### config.mk
export PLATFORM = sky130hd
export DESIGN_NAME = nvmac_ctrl
export DESIGN_NICKNAME = d
export VERILOG_FILES = /design/src/nvmac_pkg.sv /design/src/nvmac_ctrl.sv
export SDC_FILE = /design/constraint.sdc
export NUM_CORES = 2
export LEC_CHECK = 0
export ABC_AREA = 0
export CAP_MARGIN = 0
export CORE_UTILIZATION = 24
export DETAILED_ROUTE_END_ITERATION = 12
export DONT_BUFFER_PORTS = 1
export PLACE_DENSITY = 0.4
export SYNTH_ARGS = -nofsm -noshare
export SYNTH_HDL_FRONTEND = slang
export SYNTH_SLANG_ARGS = --single-unit
### constraint.sdc
create_clock -name CLK -period 7.8 [get_ports CLK]
set_input_delay 2.34 -clock CLK [delete_from_list [all_inputs] [get_ports CLK]]
set_output_delay 2.34 -clock CLK [all_outputs]
set_load 0.1 [all_outputs]
### src/nvmac_pkg.sv
// package: constants and types for the byte-wide nvm access controller
package nvmac_pkg;
  localparam int unsigned ADDR_W = 8;
  localparam int unsigned DATA_W = 8;
  localparam logic [7:0] CTRL_OFFSET = 8'h40;
  localparam logic [7:0] CTRL_BANK = 8'h01;
  localparam logic [7:0] ADDR_OFFSET = 8'h00;
  localparam logic [7:0] DATA_OFFSET = 8'h01;
  localparam logic [7:0] DATA_BANK = 8'h00;
  localparam int unsigned BIT_RD = 0;
  localparam int unsigned BIT_RDP = 1;
  localparam int unsigned BIT_WR = 2;
  localparam int unsigned BIT_WRP = 3;
  localparam logic [7:0] CTRL_RESET = 8'h00;
  localparam logic [7:0] ZERO_BYTE = 8'h00;
  localparam int unsigned READ_NS = 8;
  localparam int unsigned CLK_NS = 4;
  localparam int unsigned READ_CYC = (READ_NS + CLK_NS - 1) / CLK_NS;
  localparam logic [3:0] READ_CYC_W = 4'(READ_CYC);
  localparam logic [3:0] CNT_ONE = 4'h1;

  typedef struct packed {
    logic wr;
    logic rd;
    logic [7:0] bank;
    logic [7:0] addr;
    logic [7:0] data;
  } nvmac_bus_t;

  typedef struct packed {
    logic start;
    logic [7:0] addr;
    logic [7:0] data;
  } nvmac_prog_t;

  typedef enum logic [1:0] {ST_IDLE, ST_READ, ST_WRITE} nvmac_state_t;
endpackage : nvmac_pkg

### src/nvmac_ctrl.sv
// nvm byte access controller: registers, array and cycle sequencer
`timescale 1ns/1ps
module nvmac_ctrl #(
  parameter int unsigned DEPTH = 256
) (
  // clock and reset
  input wire logic CLK,
  input wire logic RST_B,
  // cpu register access
  input wire nvmac_pkg::nvmac_bus_t BUS,
  output logic [7:0] RDATA,
  // programming timer
  output nvmac_pkg::nvmac_prog_t PROG,
  input wire logic PROG_DONE,
  // completion flag and busy status
  input wire logic DONE_CLR,
  output logic DONE_FLAG,
  output logic BUSY
);
  localparam int unsigned AW = $clog2(DEPTH);
  localparam logic [7:0] AMASK = 8'((DEPTH - 1) & 8'hFF);
  localparam logic [3:0] CNT_ONE_L = nvmac_pkg::CNT_ONE;

  // array image; contents survive reset like the cells
  logic [7:0] mem [DEPTH];
  logic [7:0] nvm_address;
  logic [7:0] nvm_data;
  logic write_permit;
  logic read_permit;
  logic wr_start;
  logic rd_start;
  logic [7:0] cap_addr;
  // read cycle countdown; reads need no timer
  logic [3:0] cnt;
  nvmac_pkg::nvmac_state_t state;
  logic sel_ctrl;
  logic sel_addr;
  logic sel_data;
  logic go_wr;
  logic go_rd;
  logic fin_rd;
  logic fin_wr;
  logic [7:0] ctrl_rd;

  assign sel_ctrl = BUS.bank == nvmac_pkg::CTRL_BANK &&
                    BUS.addr == nvmac_pkg::CTRL_OFFSET;
  assign sel_addr = BUS.bank == nvmac_pkg::DATA_BANK &&
                    BUS.addr == nvmac_pkg::ADDR_OFFSET;
  assign sel_data = BUS.bank == nvmac_pkg::DATA_BANK &&
                    BUS.addr == nvmac_pkg::DATA_OFFSET;
  // permit must already be set; a write also sets no start when busy
  assign go_wr = BUS.wr && sel_ctrl && BUS.data[nvmac_pkg::BIT_WR] &&
                 write_permit && state == nvmac_pkg::ST_IDLE;
  assign go_rd = BUS.wr && sel_ctrl && BUS.data[nvmac_pkg::BIT_RD] &&
                 read_permit && !go_wr &&
                 state == nvmac_pkg::ST_IDLE;
  assign fin_rd = state == nvmac_pkg::ST_READ && cnt == CNT_ONE_L;
  assign fin_wr = state == nvmac_pkg::ST_WRITE && PROG_DONE;

  always_comb begin
    ctrl_rd = nvmac_pkg::ZERO_BYTE;
    ctrl_rd[nvmac_pkg::BIT_WRP] = write_permit;
    ctrl_rd[nvmac_pkg::BIT_WR] = wr_start;
    ctrl_rd[nvmac_pkg::BIT_RDP] = read_permit;
    ctrl_rd[nvmac_pkg::BIT_RD] = rd_start;
  end

  // sequencer
  always_ff @(posedge CLK or negedge RST_B) begin
    if (!RST_B) begin
      state <= nvmac_pkg::ST_IDLE;
      cnt <= 4'h0;
      cap_addr <= nvmac_pkg::ZERO_BYTE;
    end else begin
      case (state)
        nvmac_pkg::ST_IDLE: begin
          if (go_wr) begin
            state <= nvmac_pkg::ST_WRITE;
            cap_addr <= nvm_address;
          end else if (go_rd) begin
            state <= nvmac_pkg::ST_READ;
            cap_addr <= nvm_address;
            cnt <= nvmac_pkg::READ_CYC_W;
          end
        end
        nvmac_pkg::ST_READ: begin
          cnt <= cnt - CNT_ONE_L;
          if (fin_rd) begin
            state <= nvmac_pkg::ST_IDLE;
          end
        end
        nvmac_pkg::ST_WRITE: begin
          if (fin_wr) begin
            state <= nvmac_pkg::ST_IDLE;
          end
        end
        default: state <= nvmac_pkg::ST_IDLE;
      endcase
    end
  end

  // control register
  always_ff @(posedge CLK or negedge RST_B) begin
    if (!RST_B) begin
      write_permit <= 1'b0;
      read_permit <= 1'b0;
      wr_start <= 1'b0;
      rd_start <= 1'b0;
    end else begin
      if (BUS.wr && sel_ctrl) begin
        write_permit <= BUS.data[nvmac_pkg::BIT_WRP];
        read_permit <= BUS.data[nvmac_pkg::BIT_RDP];
      end
      // software cannot clear a running start bit
      if (go_wr) begin
        wr_start <= 1'b1;
      end else if (fin_wr) begin
        wr_start <= 1'b0;
      end
      if (go_rd) begin
        rd_start <= 1'b1;
      end else if (fin_rd) begin
        rd_start <= 1'b0;
      end
    end
  end

  // address and data registers; reset value is a choice, array x is not
  always_ff @(posedge CLK or negedge RST_B) begin
    if (!RST_B) begin
      nvm_address <= nvmac_pkg::ZERO_BYTE;
      nvm_data <= nvmac_pkg::ZERO_BYTE;
    end else begin
      if (BUS.wr && sel_addr) begin
        nvm_address <= BUS.data & AMASK;
      end
      if (fin_rd) begin
        nvm_data <= mem[cap_addr[AW-1:0]];
      end else if (BUS.wr && sel_data && state != nvmac_pkg::ST_WRITE) begin
        nvm_data <= BUS.data;
      end
    end
  end

  // array image: updated when the timer reports the write done
  always_ff @(posedge CLK) begin
    if (fin_wr) begin
      mem[cap_addr[AW-1:0]] <= nvm_data;
    end
  end

  // read data: registered, stands until the next read
  always_ff @(posedge CLK or negedge RST_B) begin
    if (!RST_B) begin
      RDATA <= nvmac_pkg::ZERO_BYTE;
    end else if (BUS.rd) begin
      if (sel_ctrl) begin
        RDATA <= ctrl_rd;
      end else if (sel_addr) begin
        RDATA <= nvm_address;
      end else if (sel_data) begin
        RDATA <= nvm_data;
      end else begin
        RDATA <= nvmac_pkg::ZERO_BYTE;
      end
    end
  end

  // timer request; address and data stand till next start
  always_ff @(posedge CLK or negedge RST_B) begin
    if (!RST_B) begin
      PROG <= '0;
    end else begin
      PROG.start <= go_wr;
      if (go_wr) begin
        PROG.addr <= nvm_address;
        PROG.data <= nvm_data;
      end
    end
  end

  // completion flag; a completion in the clearing cycle wins
  always_ff @(posedge CLK or negedge RST_B) begin
    if (!RST_B) begin
      DONE_FLAG <= 1'b0;
    end else if (fin_rd || fin_wr) begin
      DONE_FLAG <= 1'b1;
    end else if (DONE_CLR) begin
      DONE_FLAG <= 1'b0;
    end
  end

  // busy mirrors the state the sequencer enters at this edge
  always_ff @(posedge CLK or negedge RST_B) begin
    if (!RST_B) begin
      BUSY <= 1'b0;
    end else begin
      BUSY <= (state != nvmac_pkg::ST_IDLE && !fin_rd && !fin_wr) ||
              go_wr || go_rd;
    end
  end
endmodule : nvmac_ctrl

==> flow_metrics.py <==
metrics = {
    "clock_tree": {
        "ctsResizeCount": 0,
        "post_cts_buffers": 0,
        "clockBufferDepth": 3,
        "cts_tree": "yes",
        "ctsHoldBuffers": 0,
        "clock-sinks": 2109,
        "clk_pin_slew_worst_paths_ps": 70,
        "htreeDepth": 4,
        "clk_latency_ps": 880,
        "cts-root-buf": "clkbuf_16",
        "cts_buffers": 228,
    },
    "detailed_routing": {
        "wl_per_cell_um": 30.4,
        "via_per_inst": 4.63,
        "first_iter_violations": 4448,
        "dr.pass1.iters": 5,
        "vias": 40800,
        "ant_nets": 0,
        "drt_wl_total_mm": 268,
        "drc": 0,
    },
    "grt": {
        "antenna_found_initial": 22,
        "track_usage": 0.153,
        "grt_pass1_vias": 41900,
        "grt_remaining_overflow": 0,
        "grt_pass1_wl_mm": 367,
        "grt_max_degree": 135,
    },
    "hold_path": {
        "min_path_cells": 1,
        "hp-class": "reg2reg",
    },
    "critical_path": {
        "cp_max_fo": 34,
        "cp_top_family": "compound AO/OA/AOI/OAI gates",
        "r2r_end": "nvm_data[5]$_DFFE_PN0P_",
        "cp-startpoint": "cap_addr[0]$_DFFE_PN0P_",
        "worstSetupPathDepth": 9,
        "cp_data_arrival_time_ps": 5440,
        "cp-start-kind": "flip-flop",
        "end_kind": "flip-flop",
        "crit_end": "nvm_data[5]$_DFFE_PN0P_",
        "crit_required_ps": 8510,
        "r2r_slack_ps": 3070,
        "crit_top_cell": "buf_4",
        "critPathSlowestCell": "o32ai_1",
        "cpPeakStageDelay_ps": 1120,
        "cp_cell_sequence": "buf_4, buf_4, mux4_2, mux2i_1, a32oi_1, nand2_1, nor2_1, o32ai_1, a31oi_1",
        "crit_buf_inv": 2,
        "crit_type": "reg2reg",
        "rr_startpoint": "cap_addr[0]$_DFFE_PN0P_",
        "rr_worst_depth": 9,
    },
    "logic_synthesis": {
        "synth.avg_cell_area_um2": 20.7,
        "ys_ff_latch": 2109,
        "synth_async_sr_flop_share": 0.0289,
        "syn_inst": 3976,
        "synth_top_area_share": 0.746,
        "ys_types": 66,
        "synth_nets": 4008,
        "synth.largest_area_cell": "edfxtp_1",
        "ys_seq_area_frac": 0.765,
        "synthFlopType": "edfxtp_1",
        "synthTopCellsByArea": "edfxtp_1 75%, mux4_2 13%, mux2i_1 2.0%",
        "yosysWarnings": 0,
        "synth_edf_count": 2048,
        "netlist_area_um2": 82400,
    },
    "final_layout": {
        "fin_util": 0.281,
        "synthToLayoutAreaGrowth_pct": 16.4,
        "final_net_count": 4117,
        "drive_above_1_share": 0.241,
        "stdcell_count": 8821,
        "final_cell_mix": "2048 x edfxtp_1, 465 x mux4_2, 303 x nor2_1, 229 x clkbuf_16, 167 x mux2i_1",
        "final_common_cell": "edfxtp_1",
    },
    "timing": {
        "post-route-period-util": 0.607,
        "setup_viol": 0,
        "final_max_slew_viol_count": 0,
        "slew-limit-headroom": 0.0712,
        "fin_setup_tns_ps": 0,
        "hold_viol": 0,
        "fin_skew_ps": 48.4,
        "tightestPinTransition_ps": 1390,
        "finalCriticalPeriod_ps": 4730,
        "rsz0062_at_grt": "no",
        "setup_ws_ps": 3070,
        "fmax_ghz": 0.211,
    },
    "place": {
        "portBuffers": 0,
        "place.gp.congestion": 0.779,
        "hpwl_mm": 161,
        "dp.cells": 8391,
        "pre_cts_ws_ps": 2250,
    },
    "power_and_ir_drop": {
        "total_power_uw": 27700,
        "peakVddDrop_v": 0.000252,
        "powerDensity_nw_per_um2": 289,
        "p_leak_uw": 0.0288,
    },
    "floorplan": {
        "initial_utilization": 0.242,
        "die_area_um2": 346000,
        "rows": 214,
        "coreArea_um2": 341000,
        "die_h_um": 588,
        "die_w_um": 588,
        "io_pins": 57,
    },
    "flow_run": {
        "drv_cap": 0,
    },
    "outcome": {
        "status": "finished, final reports clean",
    },
}
==> state kept, by name, summed over array words and instances (netlist names) <==
name          cells
BUSY              1
DONE_FLAG         1
PROG             17
RDATA             8
cap_addr          8
cnt               4
mem            2048
nvm_address       8
nvm_data          8
rd_start          1
read_permit       1
state             2
wr_start          1
write_permit      1
==> metal layers <==
| layer | wire (um) | track usage |
|---|---|---|
| met4 | 6680 | 0.0399 |
| met1 | 120000 | 0.212 |
| met3 | 18300 | 0.0370 |
| met2 | 123000 | 0.237 |
| met5 | 0 | 0.00301 |
==> power by group <==
| group | switching [uW] | total (uW) | leakage, uW | internal (uW) |
|---|---|---|---|---|
| clock network | 4700 | 11400 | 0.00385 | 6730 |
| registers | 435 | 14400 | 0.0195 | 13900 |
| logic | 1760 | 1910 | 0.00550 | 152 |
| total | 6900 | 27700 | 0.0288 | 20800 |
==> layout make-up <==
cell class | count | area (um^2)
diodes | 7 | 17.5
clock buffers | 269 | 5920
clock inverters | 154 | 2000
fillers | 33400 | 245000
inverters | 10 | 38.8
multi-input cells | 1619 | 18100
flip-flops and latches | 2109 | 63100
well taps | 4536 | 5680
repair buffers | 117 | 1080
==> synthesized netlist by cell type, drive strengths merged, types with 3 or more instances <==
master and instances:
o211ai 9, or3 5, a31oi 16, a22oi 55
nand3 37, a32oi 6, nand2b 13, nand2 152
nand3b 7, nor3b 3, clkbuf 84, buf 154
nor2b 25, o2111ai 3, and3 10, dfrtp 61
nor3 14, a211oi 25, and2 7, o21ai 48
mux4 484, o22ai 50, nand4 9, mux2 48
mux2i 167, a32o 4, or3b 3, nor4 13
inv 9, a221oi 9, a21oi 42, a22o 7
a2111oi 10, a21o 3, o22a 5, nor2 304
a311oi 3, edfxtp 2048
==> logic make-up (layout without fill, tap and decap cells) <==
group / count (synthesis) / in the layout / synth area share
AO/OA/AOI/OAI: 309 / 309 / 0.0257
AND/OR/NAND/NOR: 607 / 607 / 0.0320
buffers and inverters: 248 / 550 / 0.0173
multiplexers: 699 / 699 / 0.160
adder cells (fa/ha/maj): 2 / 2 / 0.000304
XOR/XNOR: 2 / 2 / 0.000213
other: 0 / 7 / 0
flip-flops: 2109 / 2109 / 0.765
==> through the flow <==
step / instance area [um^2] / hold WS, ps
final: 95900 / 490
after global routing: 95900 / 519
after CTS: 95900 / 490
after detailed placement: 88000 / 475
after global placement: 88000 / 479
after floorplan: 82400 / 447
==> worst min-delay path by stage <==
stage | startpoint | end | slack [ps]
3_5_place_dp | rd_start$_DFFE_PN0P_ | rd_start$_DFFE_PN0P_ | 470
4_1_cts | rd_start$_DFFE_PN0P_ | rd_start$_DFFE_PN0P_ | 490
3_3_place_gp | rd_start$_DFFE_PN0P_ | rd_start$_DFFE_PN0P_ | 480
2_1_floorplan | wr_start$_DFFE_PN0P_ | wr_start$_DFFE_PN0P_ | 450
6_report | rd_start$_DFFE_PN0P_ | rd_start$_DFFE_PN0P_ | 490
5_1_grt | rd_start$_DFFE_PN0P_ | rd_start$_DFFE_PN0P_ | 520
Power figures use the tool's default switching activity.
